[src/common/osf_pkg.sv]
// shared constants and types for the optical sector framer
package osf_pkg;
	// zone selection
	typedef enum logic [1:0] {
		OSF_ZONE_LEADIN = 2'b00,
		OSF_ZONE_DATA = 2'b01,
		OSF_ZONE_CONTROL = 2'b10,
		OSF_ZONE_LEADOUT = 2'b11
	} osf_zone_t;

	// field sequence of one sector
	typedef enum logic [3:0] {
		OSF_F_IDLE = 4'h0,
		OSF_F_MARK = 4'h1,
		OSF_F_LOCK1 = 4'h2,
		OSF_F_ALIGN1 = 4'h3,
		OSF_F_ADDR1 = 4'h4,
		OSF_F_LOCK2 = 4'h5,
		OSF_F_ALIGN2 = 4'h6,
		OSF_F_ADDR2 = 4'h7,
		OSF_F_CLOSE1 = 4'h8,
		OSF_F_GAP = 4'h9,
		OSF_F_LOCK3 = 4'hA,
		OSF_F_SYNC = 4'hB,
		OSF_F_DATA = 4'hC,
		OSF_F_CLOSE2 = 4'hD,
		OSF_F_BUFFER = 4'hE
	} osf_field_t;

	// sector setup from the controller
	typedef struct packed {
		osf_zone_t zone;
		logic [4:0] band;
		logic [15:0] track;
		logic [6:0] sector;
	} osf_setup_t;

	// byte emitted toward the channel
	typedef struct packed {
		osf_field_t field;
		logic [7:0] data;
		logic header;
		logic last;
	} osf_byte_t;

	// field lengths in bytes
	localparam logic [11:0] OSF_LEN_MARK = 12'd8;
	localparam logic [11:0] OSF_LEN_LOCK1 = 12'd26;
	localparam logic [11:0] OSF_LEN_ALIGN = 12'd1;
	localparam logic [11:0] OSF_LEN_ADDR = 12'd5;
	localparam logic [11:0] OSF_LEN_LOCK2 = 12'd16;
	localparam logic [11:0] OSF_LEN_CLOSE = 12'd1;
	localparam logic [11:0] OSF_LEN_GAP = 12'd20;
	localparam logic [11:0] OSF_LEN_LOCK3 = 12'd27;
	localparam logic [11:0] OSF_LEN_SYNC = 12'd4;
	localparam logic [11:0] OSF_LEN_DATA = 12'd2458;
	localparam logic [11:0] OSF_LEN_USER = 12'd2048;
	localparam logic [11:0] OSF_LEN_BUF_CTRL = 12'd121;
	localparam logic [11:0] OSF_LEN_BUF_STD = 12'd58;
	localparam logic [11:0] OSF_LEN_HEADER = 12'd63;
	localparam logic [11:0] OSF_SECTOR_CTRL = 12'd2694;
	localparam logic [11:0] OSF_SECTOR_STD = 12'd2631;

	// geometry
	localparam int OSF_BITS_PER_BYTE = 12;
	localparam logic [6:0] OSF_LAST_SECTOR = 7'd16;
	localparam logic [5:0] OSF_TRACK_BASE = 6'd41;
	localparam logic [4:0] OSF_CTRL_BAND = 5'd17;
	localparam logic [4:0] OSF_LEADIN_BAND = 5'd0;
	localparam int OSF_MARK_BITS = 96;
	localparam int OSF_ALIGN_TOL = 5;

	// sector mark lead-in patterns (6 bits)
	localparam logic [5:0] OSF_LEADIN_ODD = 6'h05;
	localparam logic [5:0] OSF_LEADIN_EVEN = 6'h01;

	// nominal clocks in kHz, reference only
	localparam int OSF_REF_KHZ_BAND0 = 66270;
	localparam int OSF_REF_KHZ_BAND17 = 38790;
	localparam int OSF_REF_KHZ_LEADOUT = 37180;
	localparam int OSF_REF_KHZ_CTRL = 19400;

	// core clock
	localparam int OSF_CORE_NS = 50;

	// address byte 3 copy select bit
	localparam int OSF_COPY_BIT = 7;
	localparam logic [7:0] OSF_FILL_BYTE = 8'hFF;
endpackage

[src/logic/osf_fifo.sv]
// parameterised valid/ready fifo for the framer data path
`timescale 1ns/1ps
module osf_fifo #(
	parameter int WIDTH = 8,
	parameter int DEPTH = 32
) (
	input wire logic core_clk,
	input wire logic nrst,
	input wire logic [WIDTH-1:0] in_data,
	input wire logic in_valid,
	output logic in_ready,
	output logic [WIDTH-1:0] out_data,
	output logic out_valid,
	input wire logic out_ready
);
	localparam int AW = $clog2(DEPTH);

	logic [WIDTH-1:0] mem [DEPTH];
	logic [AW-1:0] wr_q;
	logic [AW-1:0] rd_q;
	logic [AW:0] cnt_q;
	logic push;
	logic pop;

	assign in_ready = (cnt_q != (AW+1)'(DEPTH));
	assign out_valid = (cnt_q != '0);
	assign push = in_valid && in_ready;
	assign pop = out_valid && out_ready;
	assign out_data = mem[rd_q];

	always_ff @(posedge core_clk) begin
		if (push) begin
			mem[wr_q] <= in_data;
		end
	end

	always_ff @(posedge core_clk or negedge nrst) begin
		if (!nrst) begin
			wr_q <= '0;
			rd_q <= '0;
			cnt_q <= '0;
		end else begin
			if (push) begin
				wr_q <= (wr_q == AW'(DEPTH - 1)) ? '0 : wr_q + 1'b1;
			end
			if (pop) begin
				rd_q <= (rd_q == AW'(DEPTH - 1)) ? '0 : rd_q + 1'b1;
			end
			cnt_q <= cnt_q + (AW+1)'(push) - (AW+1)'(pop);
		end
	end
endmodule

[src/logic/osf_framer.sv]
// sector format sequencer for the optical channel
// Operation
// outside control zone header clock is half the recording field clock
// control zone uses one clock for header and recording field
// track holds (41 - band) * 12 * 2631 channel bits
// per-band nominal clocks are reference values only
// sector starts of adjacent tracks align within 5 channel bits
// sectors numbered 0 through 16 on each track
// sector is header, gap, recording field carrying 2048 user bytes
// sector is 2694 bytes in control zone, 2631 elsewhere
// header is 63 bytes, gap 20 bytes
// header order: mark 8, lock 26, align 1, addr 5, lock 16, align 1, addr 5, close 1
// control recording field: lock 27, sync 4, data 2458, close 1, buffer 121
// other zones same but buffer 58 bytes
// spacing tolerance absorbed in the trailing buffer field
// sector mark lasts 96 channel bits, long marks then lead-in
// sector mark timing unit is the header channel bit
// lead-in 000101 in odd bands, 000001 in even bands
// lead-in zone uses band 0 type, control band 17, lead-out even
// address: track 2 bytes, copy bit plus sector, 16-bit crc
// sector mark run lengths are parameters; the code ignores MARK_RUN4 and ends the last long mark at bit 90
`timescale 1ns/1ps
module osf_framer #(
	parameter logic [5:0] MARK_RUN0 = 6'd24,
	parameter logic [5:0] MARK_RUN1 = 6'd8,
	parameter logic [5:0] MARK_RUN2 = 6'd24,
	parameter logic [5:0] MARK_RUN3 = 6'd8,
	parameter logic [5:0] MARK_RUN4 = 6'd26
) (
	input wire logic core_clk,
	input wire logic nrst,
	input wire osf_pkg::osf_setup_t setup,
	input wire logic start,
	input wire logic [15:0] addr_crc,
	input wire logic [7:0] user_data,
	input wire logic user_valid,
	output logic user_ready,
	output osf_pkg::osf_byte_t out_byte,
	output logic out_valid,
	input wire logic out_ready,
	output logic busy,
	output logic half_clock,
	output logic [23:0] track_bits,
	output logic [6:0] sector_num,
	output logic [5:0] mark_leadin,
	output logic [95:0] mark_bits
);
	osf_pkg::osf_field_t field_q;
	logic [11:0] cnt_q;
	osf_pkg::osf_setup_t cfg_q;
	logic [6:0] sec_q;
	logic [11:0] user_cnt_q;
	logic [11:0] total_q;
	logic adv;
	logic last_of_field;
	logic [7:0] byte_d;
	logic fifo_ready;
	logic fifo_valid;
	osf_pkg::osf_byte_t fifo_in;
	logic need_user;

	// length of a field in the current zone
	function automatic logic [11:0] field_len(input osf_pkg::osf_field_t f,
		input osf_pkg::osf_zone_t z);
		logic [11:0] l;
		l = 12'd1;
		unique case (f)
			osf_pkg::OSF_F_MARK: l = osf_pkg::OSF_LEN_MARK;
			osf_pkg::OSF_F_LOCK1: l = osf_pkg::OSF_LEN_LOCK1;
			osf_pkg::OSF_F_ALIGN1, osf_pkg::OSF_F_ALIGN2: l = osf_pkg::OSF_LEN_ALIGN;
			osf_pkg::OSF_F_ADDR1, osf_pkg::OSF_F_ADDR2: l = osf_pkg::OSF_LEN_ADDR;
			osf_pkg::OSF_F_LOCK2: l = osf_pkg::OSF_LEN_LOCK2;
			osf_pkg::OSF_F_CLOSE1, osf_pkg::OSF_F_CLOSE2: l = osf_pkg::OSF_LEN_CLOSE;
			osf_pkg::OSF_F_GAP: l = osf_pkg::OSF_LEN_GAP;
			osf_pkg::OSF_F_LOCK3: l = osf_pkg::OSF_LEN_LOCK3;
			osf_pkg::OSF_F_SYNC: l = osf_pkg::OSF_LEN_SYNC;
			osf_pkg::OSF_F_DATA: l = osf_pkg::OSF_LEN_DATA;
			osf_pkg::OSF_F_BUFFER: l = (z == osf_pkg::OSF_ZONE_CONTROL) ?
				osf_pkg::OSF_LEN_BUF_CTRL : osf_pkg::OSF_LEN_BUF_STD;
			osf_pkg::OSF_F_IDLE: l = 12'd1;
		endcase
		return l;
	endfunction

	// band whose sector mark type is used
	function automatic logic mark_odd(input osf_pkg::osf_zone_t z, input logic [4:0] b);
		logic o;
		o = 1'b0;
		unique case (z)
			osf_pkg::OSF_ZONE_LEADIN: o = osf_pkg::OSF_LEADIN_BAND[0];
			osf_pkg::OSF_ZONE_CONTROL: o = osf_pkg::OSF_CTRL_BAND[0];
			osf_pkg::OSF_ZONE_LEADOUT: o = 1'b0;
			osf_pkg::OSF_ZONE_DATA: o = b[0];
		endcase
		return o;
	endfunction

	// ========================================
	// clocking and geometry
	// header bits run at half rate outside control zone; the channel
	// uses this to divide its band clock. absolute rate is set by the
	// spindle/pll from track_bits, the nominal table is reference only
	assign half_clock = (cfg_q.zone != osf_pkg::OSF_ZONE_CONTROL); // see see
	assign track_bits = 24'((osf_pkg::OSF_TRACK_BASE - 6'(cfg_q.band)) * 24'd12
		* 24'(osf_pkg::OSF_SECTOR_STD));
	assign sector_num = sec_q;

	// ========================================
	// sector mark pattern in header channel bits
	always_comb begin
		logic [95:0] m;
		int pos;
		m = '0;
		pos = 0;
		// long marks alternate with spaces, unit is the header bit
		for (int i = 0; i < 96; i++) begin
			if (i < int'(MARK_RUN0)) m[95-i] = 1'b1; // see
			else if (i < int'(MARK_RUN0 + MARK_RUN1)) m[95-i] = 1'b0;
			else if (i < int'(MARK_RUN0 + MARK_RUN1 + MARK_RUN2)) m[95-i] = 1'b1;
			else if (i < int'(MARK_RUN0 + MARK_RUN1 + MARK_RUN2 + MARK_RUN3)) m[95-i] = 1'b0;
			else if (i < 90) m[95-i] = 1'b1;
		end
		pos = osf_pkg::OSF_MARK_BITS - 6;
		m[5:0] = mark_leadin; // see
		mark_bits = m;
	end
	assign mark_leadin = mark_odd(cfg_q.zone, cfg_q.band) ?
		osf_pkg::OSF_LEADIN_ODD : osf_pkg::OSF_LEADIN_EVEN;

	// ========================================
	// field sequencer
	assign busy = (field_q != osf_pkg::OSF_F_IDLE);
	assign need_user = (field_q == osf_pkg::OSF_F_DATA) && (user_cnt_q < osf_pkg::OSF_LEN_USER);
	assign adv = busy && fifo_ready && (!need_user || user_valid);
	assign user_ready = busy && fifo_ready && need_user;
	assign last_of_field = (cnt_q == field_len(field_q, cfg_q.zone) - 12'd1);

	always_ff @(posedge core_clk or negedge nrst) begin
		if (!nrst) begin
			field_q <= osf_pkg::OSF_F_IDLE;
			cnt_q <= '0;
		end else if (!busy) begin
			if (start) begin
				field_q <= osf_pkg::OSF_F_MARK;
				cnt_q <= '0;
			end
		end else if (adv) begin
			if (last_of_field) begin
				cnt_q <= '0;
				// buffer ends the sector and soaks up spacing slack
				if (field_q == osf_pkg::OSF_F_BUFFER) begin
					field_q <= osf_pkg::OSF_F_IDLE;
				end else begin
					field_q <= osf_pkg::osf_field_t'(field_q + 4'h1); // see
				end
			end else begin
				cnt_q <= cnt_q + 12'd1;
			end
		end
	end

	always_ff @(posedge core_clk or negedge nrst) begin
		if (!nrst) begin
			cfg_q <= '0;
		end else if (!busy && start) begin
			cfg_q <= setup;
		end
	end

	// sector number wraps 16 -> 0 when not loaded explicitly
	always_ff @(posedge core_clk or negedge nrst) begin
		if (!nrst) begin
			sec_q <= '0;
		end else if (!busy && start) begin
			sec_q <= (setup.sector > osf_pkg::OSF_LAST_SECTOR) ? 7'd0 : setup.sector;
		end else if (adv && field_q == osf_pkg::OSF_F_BUFFER && last_of_field) begin
			sec_q <= (sec_q == osf_pkg::OSF_LAST_SECTOR) ? 7'd0 : sec_q + 7'd1;
		end
	end

	always_ff @(posedge core_clk or negedge nrst) begin
		if (!nrst) begin
			user_cnt_q <= '0;
			total_q <= '0;
		end else if (!busy && start) begin
			user_cnt_q <= '0;
			total_q <= '0;
		end else if (adv) begin
			total_q <= total_q + 12'd1;
			if (need_user) begin
				user_cnt_q <= user_cnt_q + 12'd1;
			end
		end
	end

	// ========================================
	// byte content per field
	always_comb begin
		byte_d = 8'h00;
		unique case (field_q)
			osf_pkg::OSF_F_ADDR1, osf_pkg::OSF_F_ADDR2: begin
				unique case (cnt_q[2:0])
					3'd0: byte_d = cfg_q.track[15:8];
					3'd1: byte_d = cfg_q.track[7:0];
					3'd2: byte_d = {field_q == osf_pkg::OSF_F_ADDR2, sec_q};
					3'd3: byte_d = addr_crc[15:8];
					default: byte_d = addr_crc[7:0];
				endcase
			end
			osf_pkg::OSF_F_DATA: byte_d = need_user ? user_data : osf_pkg::OSF_FILL_BYTE;
			default: byte_d = 8'h00;
		endcase
	end

	assign fifo_in.field = field_q;
	assign fifo_in.data = byte_d;
	assign fifo_in.header = (field_q <= osf_pkg::OSF_F_CLOSE1); // see
	assign fifo_in.last = (field_q == osf_pkg::OSF_F_BUFFER) && last_of_field;

	osf_fifo #(
		.WIDTH($bits(osf_pkg::osf_byte_t)),
		.DEPTH(32)
	) u_fifo (
		.core_clk(core_clk),
		.nrst(nrst),
		.in_data(fifo_in),
		.in_valid(adv),
		.in_ready(fifo_ready),
		.out_data(out_byte),
		.out_valid(fifo_valid),
		.out_ready(out_ready)
	);
	assign out_valid = fifo_valid;
endmodule

[config.mk]
export PLATFORM = sky130hd
export DESIGN_NAME = osf_framer
export DESIGN_NICKNAME = d
export VERILOG_FILES = /design/src/common/osf_pkg.sv /design/src/logic/osf_fifo.sv /design/src/logic/osf_framer.sv
export SDC_FILE = /design/constraint.sdc
export NUM_CORES = 1
export LEC_CHECK = 0
export BUFFER_PORTS_ARGS = -buffer_cell sky130_fd_sc_hd__buf_2
export CAP_MARGIN = 0
export CORE_UTILIZATION = 50
export DETAILED_ROUTE_END_ITERATION = 8
export PLACE_DENSITY = 0.75
export SLEW_MARGIN = 25
export SYNTH_ARGS = -nofsm -noshare
export SYNTH_HDL_FRONTEND = slang
export SYNTH_HIERARCHICAL = 1
export SYNTH_SLANG_ARGS = --single-unit
[constraint.sdc]
create_clock -name core_clk -period 5.12 [get_ports core_clk]
set_input_delay 0.256 -clock core_clk [delete_from_list [all_inputs] [get_ports core_clk]]
set_output_delay 0.256 -clock core_clk [all_outputs]
set_load 0.02 [all_outputs]
==> reports/metrics.cfg <==
[die]
core_area_um2 = 48100
dieArea_um2 = 50000
die_w_um = 224
io_pins = 210
num_rows = 80
die_h_um = 224
initial_core_util_pct = 51.0

[hold_path]
hold_path_class = in2reg

[timing]
drv_slew = 0
slew-limit-headroom_pct = 31.9
finalCriticalPeriod_ns = 6.01
fin_hold_ws_ns = 0.0760
rsz0062_at_grt = yes
fmax_mhz = 166
tightest_slew_ns = 1.02
fin_ws_ns = -0.890
setup_viol = 14
period_share_pct = 117
hold_viol_final = 0
fin_worst_skew_ns = 0.0165

[route]
drc = 0
drt_iter0_drc = 1515
drtPass1Iterations = 7
wirelength_mm = 57.7
routedWlPerCell_um = 22.7
vias_per_cell = 5.90
ant_nets = 0
via_count = 14997

[job]
drv_cap = 0

[global_routing]
first_global_vias = 14916
antenna_found_initial = 1
grt_pass1_wl_mm = 87.1
busiest_layer = met2
grt_overflow_total = 0
grt_use_met2_pct = 37.9
global_route.usage.met1_pct = 31.7
grt_use_met3_pct = 4.03
grt_max_degree = 75
grt_usage_pct = 22.9

[finish]
drive_gt1_share_pct = 29.8
final_cells = 2540
fillers = 3389
area_growth_pct = 17.9
multi_input_area_um2 = 9010
nets = 2017
seqCellArea_um2 = 15300

[place]
post-place-ws_ns = -0.367
place_congestion = 0.864
dp_cells = 2394
port_buffers = 107
place_hpwl_mm = 34.7

[yosys]
synth.most_common_cell = edfxtp_1
yosysUniqueCellTypes = 82
synthArstFlopShare_pct = 14.2
synth.mux.area_fraction_pct = 10.6
synth_warnings = 6
netlist_top_cells_count = 448 x edfxtp_1, 112 x buf_4, 112 x mux4_2, 112 x nand2_1, 105 x ha_1
syn_area_um2 = 24600
yosysTopAreaCellShare_pct = 54.8
ys_ff_latch = 522
yosys.area.top_type = edfxtp_1
synth_top_family_by_area = multiplexers
synth_area_per_cell_um2 = 15.3
synth_adder_area_share_pct = 6.37
synthSimpleGateAreaFrac_pct = 7.08
synthXorXnorAreaFrac_pct = 1.57
synth_area_leaders = edfxtp_1 55%, mux4_2 10%, dfrtp_1 7.5%
synth-seq-area-share_pct = 62.3
synth-edff-count = 448
synth_ff_type = edfxtp_1
synth_cells = 1603
synth-compound-area-share_pct = 6.18

[critical_path]
crit_arrival_ns = 5.75
critPathMaxFanout = 3
slowest_delay_ns = 0.46
critPathBufInv = 6
cp_top_family = adder cells
start_kind = flop
critical_path_class = reg2out
cpMostUsedCell = ha_4
endpoint_kind = output port
slowest_stage = a2111o_1
cp.required_ns = 4.86

[power_and_ir_drop]
ir_worst_vdd_mv = 0.272
p_leak_uw = 0.0106
power-per-cell-area_nw_per_um2 = 423

[cts]
cts_tree = yes
cts_max_level = 2
cts_buffers = 50
clk_pin_slew_ns = 0.06
clockBufferDepth = 3
numClockSinks = 522
clk-insertion-delay-late_ns = 0.57
clk_root_buffer_cell = clkbuf_16

[outcome]
status = finished, violations left
violations = negative setup slack

tightest hold or removal path, cell delays in order:
cell	delay (ns)
buf_2	0.11
nand3_1	0.05
mux2_2	0.13
o22ai_1	0.06
state kept, by name, indices dropped and copies added (netlist names):
register      flops
user_cnt_q       12
u_fifo/cnt_q      6
u_fifo/wr_q       5
sector_num        7
cnt_q            12
field_q           4
u_fifo/mem      448
u_fifo/rd_q       5
cfg_q            23
timing repair:
item | in CTS | in global routing
pin swaps | 18 | 35
hold buffers | 29 | 0
endpoints found under the hold margin | 101 | 0
gates resized for setup | 53 | 48
buffers inserted | 11 | 11
endpoints found under the setup margin | 15 | 15
stage by stage:
| stage | area [um^2] | total power [uW] | utilization [%] | setup TNS, ns |
|---|---|---|---|---|
| after floorplan | 25200 | 7650 | - | -0.164 |
| after global placement | 26200 | 8390 | 54.4 | -0.740 |
| final | 29000 | 12200 | 60.2 | -6.77 |
| after global routing | 29000 | 12700 | 60.2 | -9.27 |
| after CTS | 28500 | 12300 | 59.2 | -5.39 |
| after detailed placement | 26200 | 8490 | 54.4 | -1.88 |
layer usage:
layer | share of wire (%) | up-vias | routed length (um)
met5 | 0 | - | 0
met2 | 50 | 835 | 28700
met3 | 9.3 | 101 | 5370
met1 | 39 | 7573 | 22400
li1 | - | 6488 | -
met4 | 2.1 | 0 | 1230
worst paths after layout:
check,start,to,slack [ns],cells past startpoint
max,cfg_q[24],track_bits[22],-0.89,25
min,out_ready,u_fifo/rd_q[3],0.08,4
max reg2reg,field_q[0],u_fifo/cnt_q[4],1.19,15
min reg2reg,cfg_q[7],cfg_q[7],0.48,2
max in group asynchronous,nrst,u_fifo/rd_q[0],4.28,2
min in group asynchronous,nrst,cfg_q[23],0.28,2
cells in the final DEF (no fill, tap or decap), types with 15 or more instances in the layout:
cell           instances
buf_2                 92
buf_4                124
buf_6                 15
clkbuf_16             51
conb_1               102
dfrtp_1               70
dlygate4sd3_1         29
edfxtp_1             448
ha_1                  72
ha_4                  30
inv_1                 52
mux4_2               112
nand2_1              111
nand3_1               27
nor2_1                85
o21ai_0               21
o22ai_1               63
xor2_1                15
kinds of logic after synthesis:
kind of cell	count (synthesis)
fa+ha+maj	118
buf+inv	238
mux	121
flops	522
other cells	2
xor+xnor	44
simple gates	339
compound gates	219
cell type report:
cell class	count	area share, %
diodes	2	0.0173
clock buffers	55	4.46
clock inverters	38	1.36
inverters	61	0.790
multi-input cells	943	31.1
flip-flops and latches	522	52.9
well taps	656	2.83
repair buffers	263	6.58
power breakdown:
part / switching, uW / internal, uW
sequential: 390 / 5050
combinational: 1770 / 1250
clock: 1590 / 2190
No activity file was read; power rests on OpenSTA's default activity.
